==> config.mk <==
export PLATFORM = sky130hd
export DESIGN_NAME = eom_device_flat
export DESIGN_NICKNAME = d
export VERILOG_FILES = /design/src/rtl/eom_pkg.sv /design/src/rtl/eom_link_if.sv /design/src/rtl/eom_device.sv /design/src/flat_wrapper.sv
export SDC_FILE = /design/constraint.sdc
export NUM_CORES = 1
export LEC_CHECK = 0
export ABC_AREA = 1
export BUFFER_PORTS_ARGS = -buffer_cell sky130_fd_sc_hd__buf_2
export CORE_ASPECT_RATIO = 1.1
export CORE_MARGIN = 2
export CORE_UTILIZATION = 65
export CTS_BUF_LIST = sky130_fd_sc_hd__clkbuf_4 sky130_fd_sc_hd__clkbuf_8
export CTS_CLUSTER_DIAMETER = 40
export DETAILED_ROUTE_END_ITERATION = 10
export PLACE_DENSITY_LB_ADDON = 0.3
export SLEW_MARGIN = 20
export SYNTH_ARGS = -nofsm -noshare
export SYNTH_HDL_FRONTEND = slang
export SYNTH_SLANG_ARGS = --single-unit
==> constraint.sdc <==
create_clock -name aclk -period 7 [get_ports aclk]
set_clock_uncertainty 0.05 [all_clocks]
set_input_delay 0.7 -clock aclk [delete_from_list [all_inputs] [get_ports aclk]]
set_output_delay 0.7 -clock aclk [all_outputs]
set_load 0.03 [all_outputs]
==> src/rtl/eom_pkg.sv <==
// Package for the eye opening monitor and its controller: register map,
// field positions, reset values and timing counts.
// Assumes a 100 MHz aclk shared by both ends.
package eom_pkg;
  // Clock rate
  localparam int CLK_MHZ = 100;
  // Monitor register offsets on the link
  localparam logic [7:0] REG_CTRL = 8'h11;
  localparam logic [7:0] REG_OVR = 8'h22;
  localparam logic [7:0] REG_SWEEP = 8'h24;
  localparam logic [7:0] REG_CNT_HI = 8'h25;
  localparam logic [7:0] REG_CNT_LO = 8'h26;
  localparam logic [7:0] REG_HOPEN = 8'h27;
  localparam logic [7:0] REG_VOPEN = 8'h28;
  localparam logic [7:0] REG_ACCUM = 8'h2A;
  localparam logic [7:0] REG_RSRC = 8'h2C;
  localparam logic [7:0] REG_LOCKMON = 8'h3E;
  localparam logic [7:0] REG_THRESH = 8'h6A;
  // Field positions
  localparam int CTRL_RANGE_LSB = 6;
  localparam int CTRL_PD_BIT = 5;
  localparam int OVR_BIT = 7;
  localparam int SWEEP_FAST_BIT = 7;
  localparam int SWEEP_START_BIT = 0;
  localparam int RSRC_BIT = 6;
  localparam int LOCKMON_BIT = 7;
  // Values after reset
  localparam logic [7:0] CTRL_RST = 8'h20;
  localparam logic [7:0] RSRC_RST = 8'h40;
  localparam logic [7:0] ACCUM_RST = 8'h00;
  localparam logic [7:0] THRESH_RST = 8'h44;
  // Grid geometry and dwell scaling
  localparam logic [5:0] GRID_MAX = 6'h3F;
  localparam logic [5:0] VOLT_MID = 6'h20;
  localparam int ACC_SHIFT = 10;
  // Periodic remeasure interval
  localparam int REMEASURE_US = 100;
  localparam int REMEASURE_CYCLES = REMEASURE_US * CLK_MHZ;
  // Link clock half period in aclk cycles
  localparam logic [3:0] LINK_HALF = 4'h8;
  // Controller register offsets on AXI4-Lite
  localparam logic [3:0] CTL_CMD = 4'h0;
  localparam logic [3:0] CTL_STATUS = 4'h4;
  localparam int CMD_WDATA_LSB = 8;
  localparam int CMD_WRITE_BIT = 16;
  localparam int STAT_RDATA_LSB = 8;
endpackage

==> src/rtl/eom_link_if.sv <==
// Link between the system controller and the eye opening monitor.
// Controller makes link_clk and changes its outputs while link_clk is low.
`timescale 1ns/1ps
interface eom_link_if;
  logic link_clk; // Link clock from controller
  logic req; // Access request, held one link period
  logic we; // One for write
  logic [7:0] addr; // Register offset
  logic [7:0] wdata; // Write byte
  logic [7:0] rdata; // Read byte from monitor
  modport dev (input link_clk, input req, input we, input addr, input wdata, output rdata);
  modport ctl (output link_clk, output req, output we, output addr, output wdata, input rdata);
endinterface

==> src/rtl/eom_device.sv <==
// Eye opening monitor: register file on the link, grid sweep engine,
// opening measurement and lock check.
// Assumes comparator decisions and lock state machine signals on aclk.
`timescale 1ns/1ps
module eom_device
  import eom_pkg::*;
#(
  parameter int REMEASURE_CYC = REMEASURE_CYCLES,
  parameter int DWELL_SHIFT = ACC_SHIFT // Samples per accumulation step, as a power of two
)
(
  input wire logic aclk,
  input wire logic aresetn,
  eom_link_if.dev link,
  input wire logic primary_bit,
  input wire logic offset_bit,
  input wire logic sample_valid,
  input wire logic lock_check_req,
  input wire logic [1:0] lock_range,
  output logic [5:0] phase_offset,
  output logic [5:0] volt_offset,
  output logic [1:0] volt_range,
  output logic monitor_power_on,
  output logic lock_loss
);

  typedef enum logic [1:0] {ST_IDLE, ST_HSW, ST_VSW, ST_EXT} eom_state_e;

  // Opening count to byte, full row saturates
  function automatic logic [7:0] open_byte(input logic [6:0] n);
    open_byte = n[6] ? 8'hFF : {n[5:0], 2'b00};
  endfunction

  // Link synchronisers
  logic clk_s1, clk_s2, clk_d; // Link clock stages
  logic [17:0] bus_s1, bus_s2; // Request bundle stages
  logic rise; // Link clock rising edge
  logic acc, wr, rd, rd_hi, rd_lo; // Decoded accesses
  logic [7:0] a, d; // Synchronised address and data
  logic [7:0] rdata_q; // Read answer

  // Configuration
  logic [1:0] ctrl_range; // Manual range code
  logic ctrl_pd; // Monitor power-down
  logic ovr; // Monitor override
  logic fast; // Fast sweep mode
  logic [7:0] accum; // Accumulation time
  logic rsrc; // Range from lock machine
  logic lockmon; // Lock monitor enable
  logic [7:0] thresh; // Opening thresholds

  // Engine
  eom_state_e st; // Sweep state
  logic start; // Start bit
  logic [5:0] ph, vo; // Current offsets
  logic [18:0] samp; // Samples this dwell
  logic [18:0] target; // Dwell length
  logic dwell_done; // Dwell complete
  logic [15:0] errs; // Error counter
  logic loaded, slot_full, byte_sel, fin; // Readout flags
  logic [7:0] cnt_hi, cnt_lo; // Count registers
  logic [7:0] hopen, vopen; // Latest openings
  logic [6:0] h_cnt, v_cnt, v_eff; // Open point counts
  logic [5:0] first_ph, last_ph, first_eff, last_eff; // Open run bounds
  logic [6:0] mid_sum; // Midpoint sum
  logic seen; // Open phase found
  logic [31:0] tmr; // Remeasure timer
  logic tmr_hit; // Timer expiry
  logic [7:0] thr_h, thr_v; // Threshold bytes

  // Two flops on every link input before use
  always_ff @(posedge aclk)
  begin
    if (!aresetn)
    begin
      clk_s1 <= 1'b0;
      clk_s2 <= 1'b0;
      clk_d <= 1'b0;
      bus_s1 <= 18'h00000;
      bus_s2 <= 18'h00000;
    end
    else
    begin
      clk_s1 <= link.link_clk;
      clk_s2 <= clk_s1;
      clk_d <= clk_s2;
      bus_s1 <= {link.req, link.we, link.addr, link.wdata};
      bus_s2 <= bus_s1;
    end
  end

  // Access decode at each link rising edge
  assign rise = clk_s2 & ~clk_d;
  assign acc = rise & bus_s2[17];
  assign wr = acc & bus_s2[16];
  assign rd = acc & ~bus_s2[16];
  assign a = bus_s2[15:8];
  assign d = bus_s2[7:0];
  assign rd_hi = rd && (a == REG_CNT_HI);
  assign rd_lo = rd && (a == REG_CNT_LO);

  // Dwell length scales with accumulation time
  assign target = (19'(accum) + 19'h00001) << DWELL_SHIFT;
  assign dwell_done = (samp == target);
  assign tmr_hit = (tmr == 32'(REMEASURE_CYC - 1));
  assign first_eff = seen ? first_ph : ph;
  assign last_eff = (errs == 16'h0000) ? ph : last_ph;
  assign mid_sum = 7'(first_eff) + 7'(last_eff);
  assign v_eff = v_cnt + ((errs == 16'h0000) ? 7'h01 : 7'h00);
  assign thr_h = {thresh[7:4], 4'h0};
  assign thr_v = {thresh[3:0], 4'h0};

  // Configuration registers
  always_ff @(posedge aclk)
  begin
    if (!aresetn)
    begin
      ctrl_range <= CTRL_RST[CTRL_RANGE_LSB +: 2];
      ctrl_pd <= CTRL_RST[CTRL_PD_BIT];
      ovr <= 1'b0;
      fast <= 1'b0;
      accum <= ACCUM_RST;
      rsrc <= RSRC_RST[RSRC_BIT];
      lockmon <= 1'b0;
      thresh <= THRESH_RST;
    end
    else if (wr)
    begin
      case (a)
        REG_CTRL:
        begin
          // Range and power-down in one write
          ctrl_range <= d[CTRL_RANGE_LSB +: 2];
          ctrl_pd <= d[CTRL_PD_BIT];
        end
        REG_OVR: ovr <= d[OVR_BIT];
        REG_SWEEP: fast <= d[SWEEP_FAST_BIT];
        REG_ACCUM: accum <= d;
        REG_RSRC: rsrc <= d[RSRC_BIT];
        REG_LOCKMON: lockmon <= d[LOCKMON_BIT];
        REG_THRESH: thresh <= d;
        default: ;
      endcase
    end
  end

  // Remeasure timer runs while idle
  always_ff @(posedge aclk)
  begin
    if (!aresetn || st != ST_IDLE || tmr_hit)
      tmr <= 32'h00000000;
    else
      tmr <= tmr + 32'h00000001;
  end

  // Sweep engine, readout and opening measurement
  always_ff @(posedge aclk)
  begin
    if (!aresetn)
    begin
      st <= ST_IDLE;
      start <= 1'b0;
      ph <= 6'h00;
      vo <= 6'h00;
      samp <= 19'h00000;
      errs <= 16'h0000;
      loaded <= 1'b0;
      slot_full <= 1'b0;
      byte_sel <= 1'b0;
      fin <= 1'b0;
      cnt_hi <= 8'h00;
      cnt_lo <= 8'h00;
      hopen <= 8'h00;
      vopen <= 8'h00;
      h_cnt <= 7'h00;
      v_cnt <= 7'h00;
      first_ph <= 6'h00;
      last_ph <= 6'h00;
      seen <= 1'b0;
      lock_loss <= 1'b0;
    end
    else
    begin
      lock_loss <= 1'b0;
      // Count samples and mismatches until the dwell is complete
      if (st != ST_IDLE && sample_valid && !dwell_done)
      begin
        samp <= samp + 19'h00001;
        if (primary_bit != offset_bit && errs != 16'hFFFF)
          errs <= errs + 16'h0001;
      end
      case (st)
        ST_IDLE:
          // Periodic measurement, only when powered
          if (tmr_hit && (!ctrl_pd || lock_check_req))
          begin
            st <= ST_HSW;
            ph <= 6'h00;
            vo <= VOLT_MID;
            h_cnt <= 7'h00;
            v_cnt <= 7'h00;
            seen <= 1'b0;
            samp <= 19'h00000;
            errs <= 16'h0000;
          end
        ST_HSW:
          // Phase sweep at mid voltage, find open run
          if (dwell_done)
          begin
            if (errs == 16'h0000)
            begin
              h_cnt <= h_cnt + 7'h01;
              seen <= 1'b1;
              first_ph <= first_eff;
              last_ph <= ph;
            end
            if (ph == GRID_MAX)
            begin
              st <= ST_VSW;
              ph <= mid_sum[6:1];
              vo <= 6'h00;
            end
            else
              ph <= ph + 6'h01;
            samp <= 19'h00000;
            errs <= 16'h0000;
          end
        ST_VSW:
          // Voltage sweep at midpoint phase
          if (dwell_done)
          begin
            v_cnt <= v_eff;
            if (vo == GRID_MAX)
            begin
              hopen <= open_byte(h_cnt);
              vopen <= open_byte(v_eff);
              lock_loss <= lockmon && (open_byte(h_cnt) < thr_h || open_byte(v_eff) < thr_v);
              st <= ST_IDLE;
            end
            else
              vo <= vo + 6'h01;
            samp <= 19'h00000;
            errs <= 16'h0000;
          end
        ST_EXT:
        begin
          // Park a finished count until the previous pair is read
          if (dwell_done && !loaded && !slot_full)
          begin
            cnt_hi <= errs[15:8];
            cnt_lo <= errs[7:0];
            loaded <= 1'b1;
            slot_full <= 1'b1;
          end
          if (rd_hi && slot_full && !byte_sel)
          begin
            cnt_hi <= cnt_lo;
            byte_sel <= 1'b1;
            loaded <= 1'b0;
            samp <= 19'h00000;
            errs <= 16'h0000;
            // Phase inner, voltage outer
            if (ph == GRID_MAX && vo == GRID_MAX)
              fin <= 1'b1;
            else if (ph == GRID_MAX)
            begin
              ph <= 6'h00;
              vo <= vo + 6'h01;
            end
            else
              ph <= ph + 6'h01;
          end
          else if ((rd_hi || rd_lo) && byte_sel)
          begin
            byte_sel <= 1'b0;
            slot_full <= 1'b0;
            if (fin)
            begin
              start <= 1'b0;
              st <= ST_IDLE;
            end
          end
        end
        default: st <= ST_IDLE;
      endcase
      // Start write wins over state, offsets, dwell counters and readout flags
      if (wr && a == REG_SWEEP && d[SWEEP_START_BIT])
      begin
        start <= 1'b1;
        st <= ST_EXT;
        ph <= 6'h00;
        vo <= 6'h00;
        samp <= 19'h00000;
        errs <= 16'h0000;
        loaded <= 1'b0;
        slot_full <= 1'b0;
        byte_sel <= 1'b0;
        fin <= 1'b0;
      end
    end
  end

  // Read answer
  always_ff @(posedge aclk)
  begin
    if (!aresetn)
      rdata_q <= 8'h00;
    else if (rd)
    begin
      case (a)
        REG_CTRL: rdata_q <= {ctrl_range, ctrl_pd, 5'h00};
        REG_OVR: rdata_q <= {ovr, 7'h00};
        REG_SWEEP: rdata_q <= {fast, 6'h00, start};
        REG_CNT_HI: rdata_q <= cnt_hi;
        REG_CNT_LO: rdata_q <= cnt_lo;
        REG_HOPEN: rdata_q <= hopen;
        REG_VOPEN: rdata_q <= vopen;
        REG_ACCUM: rdata_q <= accum;
        REG_RSRC: rdata_q <= {1'b0, rsrc, 6'h00};
        REG_LOCKMON: rdata_q <= {lockmon, 7'h00};
        REG_THRESH: rdata_q <= thresh;
        default: rdata_q <= 8'h00;
      endcase
    end
  end
  assign link.rdata = rdata_q;

  // Power and range outputs
  always_ff @(posedge aclk)
  begin
    if (!aresetn)
    begin
      monitor_power_on <= 1'b0;
      volt_range <= 2'h0;
    end
    else
    begin
      monitor_power_on <= !ctrl_pd || lock_check_req;
      // Code 0..3 selects 100..400 mV
      volt_range <= rsrc ? lock_range : ctrl_range;
    end
  end

  // Offsets come straight from the sweep flops
  assign phase_offset = ph;
  assign volt_offset = vo;

endmodule

==> src/flat_wrapper.sv <==
// flat-port wrapper written by rule: the top's interface ports become plain ports
module eom_device_flat import eom_pkg::*;
#(
  parameter int REMEASURE_CYC = REMEASURE_CYCLES,
  parameter int DWELL_SHIFT = ACC_SHIFT                                                    
)
  (aclk, aresetn, primary_bit, offset_bit, sample_valid, lock_check_req, lock_range, phase_offset, volt_offset, volt_range, monitor_power_on, lock_loss, link_link_clk, link_req, link_we, link_addr, link_wdata, link_rdata);
  eom_link_if link_i ();
  input wire logic aclk;
  input wire logic aresetn;
  input wire logic primary_bit;
  input wire logic offset_bit;
  input wire logic sample_valid;
  input wire logic lock_check_req;
  input wire logic [1:0] lock_range;
  output logic [5:0] phase_offset;
  output logic [5:0] volt_offset;
  output logic [1:0] volt_range;
  output logic monitor_power_on;
  output logic lock_loss;
  input wire logic [$bits(link_i.link_clk)-1:0] link_link_clk;
  input wire logic [$bits(link_i.req)-1:0] link_req;
  input wire logic [$bits(link_i.we)-1:0] link_we;
  input wire logic [$bits(link_i.addr)-1:0] link_addr;
  input wire logic [$bits(link_i.wdata)-1:0] link_wdata;
  output wire logic [$bits(link_i.rdata)-1:0] link_rdata;
  assign link_i.link_clk = link_link_clk;
  assign link_i.req = link_req;
  assign link_i.we = link_we;
  assign link_i.addr = link_addr;
  assign link_i.wdata = link_wdata;
  assign link_rdata = link_i.rdata;
  eom_device #(.REMEASURE_CYC(REMEASURE_CYC), .DWELL_SHIFT(DWELL_SHIFT)) u_core (.aclk(aclk), .aresetn(aresetn), .link(link_i), .primary_bit(primary_bit), .offset_bit(offset_bit), .sample_valid(sample_valid), .lock_check_req(lock_check_req), .lock_range(lock_range), .phase_offset(phase_offset), .volt_offset(volt_offset), .volt_range(volt_range), .monitor_power_on(monitor_power_on), .lock_loss(lock_loss));
endmodule
After elaboration in Yosys (flattened, before gate mapping). Index checks and enable logic that the tools add are counted.

Mux-type cells: 68. Magnitude comparators: 2. Equality and inequality tests: 38. $add $sub $neg: 9. Bitwise logic cells: 7. Reduce and logical (&&, ||, !) cells: 60.

Operators by type and width (number): two-way mux 6 bit (16); case mux 8 bit (11 select lines) (1); two-way mux 16 bit (5); two-way mux 19 bit (4); == test 8 x 6 -> 1 bit, second input constant (9); case mux 19 bit (3 select lines) (1); case mux 16 bit (3 select lines) (1); adder 32 x 1 -> 32 bit, second input constant (1); == test 32 x 14 -> 1 bit, second input constant (1); two-way mux 8 bit (4); two-way mux 7 bit (4); case mux 7 bit (2 select lines) (2); case mux 6 bit (4 select lines) (1); AND reduction 2 bit (11); inequality test 3 x 1 -> 1 bit, second input constant (7); two-way mux 2 bit (10); adder 19 x 1 -> 19 bit, second input constant (1); == test 19 bit (1); case mux 6 bit (3 select lines) (1); adder 16 x 1 -> 16 bit, second input constant (1); zero test 16 bit (1); < comparator 8 bit (2); two-way mux 1 bit (16); inequality test 16 bit, second input constant (1); 29 further kinds (82).

Register bits: 219. Word-level logic and storage cells: 221.

Longest topological paths before layout.
Depth in word-level cells: 11. Mapped depth: 20. Depth with buffers taken out: 20.

Least setup slack after synthesis. No wires, ideal clock.

Path type: reg2reg. Start point: register u_core.errs[0]. End point: register u_core.lock_loss. Required time: 6.880 ns. Cell stages (with the launch flop): 21. Data arrival time: 2.730 ns. Path slack: 4.150 ns. Library setup time: 0.070 ns. Period minus slack after synthesis: 2.850 ns. Path through: dfxtp_1 -> inv_1 -> ha_1 -> nand4_1 -> nor2_1 -> nand2_1 -> inv_2 -> ha_1 -> ha_1 -> inv_1 -> nor2_1 -> nand3_1 -> nand2_1 -> and2_1 -> clkbuf_1 -> nand2_1 -> ha_1 -> a21o_1 -> nand3_1 -> nand2_1 -> a21oi_1.

Longest elaborated chain between the ends: 7.

Ends and longest elaborated chain: from (decl) (line eom_device.sv:59) `logic [15:0] errs;`; from (signal assigned) (line eom_device.sv:190) `errs <= errs + 16'h0001;`; zero test 16 bit (line eom_device.sv:109) `assign v_eff = v_cnt + ((errs == 16'h0000) ? 7'h01 : 7'h00);`; two-way mux 1 bit (line eom_device.sv:109); adder 7 bit (line eom_device.sv:109); two-way mux 8 bit (line eom_device.sv:31) `open_byte = n[6] ? 8'hFF : {n[5:0], 2'b00};`; < comparator 8 bit (line eom_device.sv:237) `lock_loss <= lockmon && (open_byte(h_cnt) < thr_h || open_byte(v_eff) < thr_v);`; logical OR 1 bit (line eom_device.sv:237); logical AND 1 bit (line eom_device.sv:237); to (signal assigned) (line eom_device.sv:237); to (decl) (line eom_device.sv:24) `output logic lock_loss`.

Every way passes these cells. A chain may end at the register's enable or synchronous reset.

Final worst setup path. Ends and elaborated chain as after synthesis.

==> results by group <==
Setup path
  • Setup crit start: u_core.errs[0]$_SDFF_PP0_
  • WP buf/inv: 3
  • Worst path cell trace: inv_1 -> ha_1 -> nand4_1 -> nor2_1 -> nand2_1 -> inv_2 -> ha_1 -> ha_1 -> inv_1 -> nor2_1 -> nand3_1 -> nand2_1 -> and2_1 -> nand2_1 -> ha_1 -> a21o_1 -> nand3_1 -> nand2_1 -> a21oi_1
  • Worst path required time: 7.42 ns
  • Worst-path fanout max: 9
  • CP max-delay cell: dfxtp_1
  • Reg2reg start: u_core.errs[0]$_SDFF_PP0_
  • Crit path DAT: ~3.6 ns
  • CP Class: flop to flop
  • Critical path's top delay family: simple AND/OR/NAND/NOR gates
  • Crit end category: flop
  • Crit path launch type: flop
  • Crit path largest cell delay: roughly 0.35 ns

Power
  • Leak: 0.005248 uW
  • Cell area power density: 235.8 mW/mm^2
  • Worst vdd ir: roughly 0.00018 V

STA
  • Tcrit/Tclk final: between 40% and 50%
  • Worst slew pin tran: ~0.86 ns
  • Slew headroom: a little over two fifths
  • Hold_ws: 0.2821 ns
  • Setup TNS: 0 ns
  • Pins Over Slew Limit: 0
  • Final Critical Period: ~3.2 ns
  • Setup WS post-layout: between 3 and 4 ns
  • Peak Freq: 311.7 MHz
  • Hold Violations, Final: 0
  • Final setup viols: 0
  • RSZ-0062 raised after global routing: no

GRT
  • Global-route wire length before repair: 42410 um
  • Largest net degree at the start of global routing: 92
  • Total GRT Usage: between 20% and 30%
  • Initial antenna violation count: 0
  • Overflow after GRT: 0
  • Vias in the first global route: around 9.5k

Logic synthesis
  • Avg Inst Size Synth: between 7 and 8 um^2
  • Top_reg_cell synth: dfxtp_1
  • Syn Std Cell Area: 0.01092 mm^2
  • Synth top area share: around 40%
  • Top cells by area, synth: dfxtp_1 40%, nand2_1 10%, inv_1 8.4%
  • Ys async rst share: 0%
  • Syn Nets: between 1.5k and 2k
  • Synth area leader: dfxtp_1
  • EDFF count, synth: 0
  • Sequential share of the synthesized area: around two fifths
  • Flops & latches, synth: about 220
  • Synth warn: 0
  • Gate Count Post-Synth: 1557
  • Synth cell types: 54

Drt
  • DR iter-0 viols: 691
  • DRC violations left: 0
  • Detailed Routing Iterations Pass 1: 7
  • WL final: about 25000 um
  • Routed WL per cell: between 10 and 15 um
  • Antenna-violating nets left: 0
  • Overall via count from detail_route: ~10k
  • Vias per inst: between 5 and 6

Placed design
  • Placed instance area: roughly 0.011 mm^2
  • Pre-CTS WS: approximately 3.8 ns
  • Routability congestion estimate from global placement: 0.9067
  • PortBufs: 50
  • Post-DP HPWL: roughly 18000 um

Floorplan
  • Height of the die: 139.9 um
  • Initial core utilization: about two thirds
  • IO Pins: a little over 50
  • Width of the die: around 130 um
  • Core region area: between 0.015 and 0.02 mm^2
  • Rows: 49
  • Die area: around 0.018 mm^2

CTS
  • H-Tree Depth: 2
  • # Post-CTS Setup Buffers: 0
  • Post-cts resize count: 0
  • Root buf cell: clkbuf_8
  • TritonCTS clock tree: built
  • CTS Buf Count: 38
  • CTS Sinks: 217
  • Clock transition at path regs: ~0.07 ns
  • Clk Latency, worst-skew pair: roughly 0.54 ns
  • Cts hold-fix bufs: 0
  • CTS Buffer Depth: 3

Finish
  • Most common cell after layout, fill and taps aside: nand2_1
  • N_diodes: 0
  • Layout cells sized above 1: between 10% and 20%
  • Post-route cell area: 0.01207 mm^2
  • Fin nets: between 1.5k and 2k
  • Syn-to-layout area delta: 10.54%
  • Finished Core Util: about three quarters
  • Filler cells: between 1k and 1.5k
  • Commonest non-fill, non-tap cells in the layout: 303 x nand2_1, 245 x inv_1, 217 x dfxtp_1, 191 x nor2_1, 109 x o21ai_0

Min path
  • Worst Hold Class: input pin to flop
  • HP Start: link_wdata[1]

Status
  • Status: complete, no violations

Job
  • Max-cap violation count: 0
==> final timing paths <==
path / slack (ns) / to / cells past startpoint
worst max-delay path: 3.79 / u_core.lock_loss$_SDFF_PN0_ / 19
worst min-delay path: 0.28 / u_core.bus_s1[1]$_SDFF_PN0_ / 3
worst max register to register: 3.79 / u_core.lock_loss$_SDFF_PN0_ / 19
worst min register to register: 0.36 / u_core.bus_s2[13]$_SDFF_PN0_ / 2
==> synth_stat cells (3+ instances only) <==
cell type	count
xor2_1	44
xnor2_1	8
a221oi_1	6
o21ai_1	9
a211oi_1	5
clkinv_2	5
nand2_1	303
inv_1	245
nand4_1	30
nor3_1	41
nor3b_2	4
inv_2	3
nand3_1	70
nand3_2	4
nor2_1	191
clkbuf_1	28
nor2_4	5
nand2_2	8
o21a_1	4
ha_1	26
a31oi_1	6
nor2_2	5
buf_2	6
o211ai_1	6
o22ai_1	9
nor4_1	20
nand3b_1	6
o2111ai_1	3
dfxtp_1	217
a21oi_1	100
nor3b_1	4
o21ai_0	109
==> logic make-up (layout without fill, tap and decap cells) <==
family          count (synthesis)  after routing  synth area share [%]
simple gates                  706            706                 29.42
buf+inv                       292            371                 10.37
compound gates                263            263                 13.10
flops                         217            217                 39.78
xor+xnor                       52             52                 4.171
fa+ha+maj                      27             27                 3.162
==> metrics by stage <==
| step | power (uW) | cells |
|---|---|---|
| floorplan | 1561 | 1557 |
| global placement | 1628 | 1774 |
| global route | 2957 | 1840 |
| CTS | 2865 | 1840 |
| finish | 2846 | 1840 |
| detailed placement | 1636 | 1774 |
==> area by class of cell <==
cell class	count	area, um^2	share of cell area (%)
clock inverter	13	125.1	1.036
sequential	217	4344	35.99
multi-input combinational	1048	5444	45.10
tap	204	255.2	2.114
inverter	254	959.7	7.950
timing repair buffer	51	257.7	2.135
clock buffer	53	685.7	5.680
==> tightest hold or removal path, cell delays in order <==
cell,delay (ns)
buf_2,0.07
nand2_1,0.04
inv_1,0.04
==> where the power goes <==
part | total [uW] | internal, uW | switching (uW)
combinational | 315 | 95.3 | 220
sequential | 1300 | 1270 | 29.1
clock | 1230 | 709 | 522
total | 2850 | 2080 | 771
==> sequential cells by signal, indices dropped and copies added (netlist names), 8 cells and up <==
signal,cells
u_core.accum,8
u_core.cnt_hi,8
u_core.tmr,32
u_core.bus_s2,18
u_core.samp,19
u_core.thresh,8
u_core.cnt_lo,8
u_core.errs,16
u_core.bus_s1,18
u_core.link.rdata,8
==> routing by layer <==
| layer | GRT usage (%) | vias to the layer above | share of wire, % |
|---|---|---|---|
| met5 | 0 | - | 0 |
| met4 | 11.45 | 0 | 3.3 |
| met3 | 5.271 | 65 | 5.9 |
| met2 | 48.97 | 296 | 47 |
| met1 | 35.00 | 4612 | 43 |
| li1 | - | 5129 | - |
No activity file was read; power rests on OpenSTA's default activity.
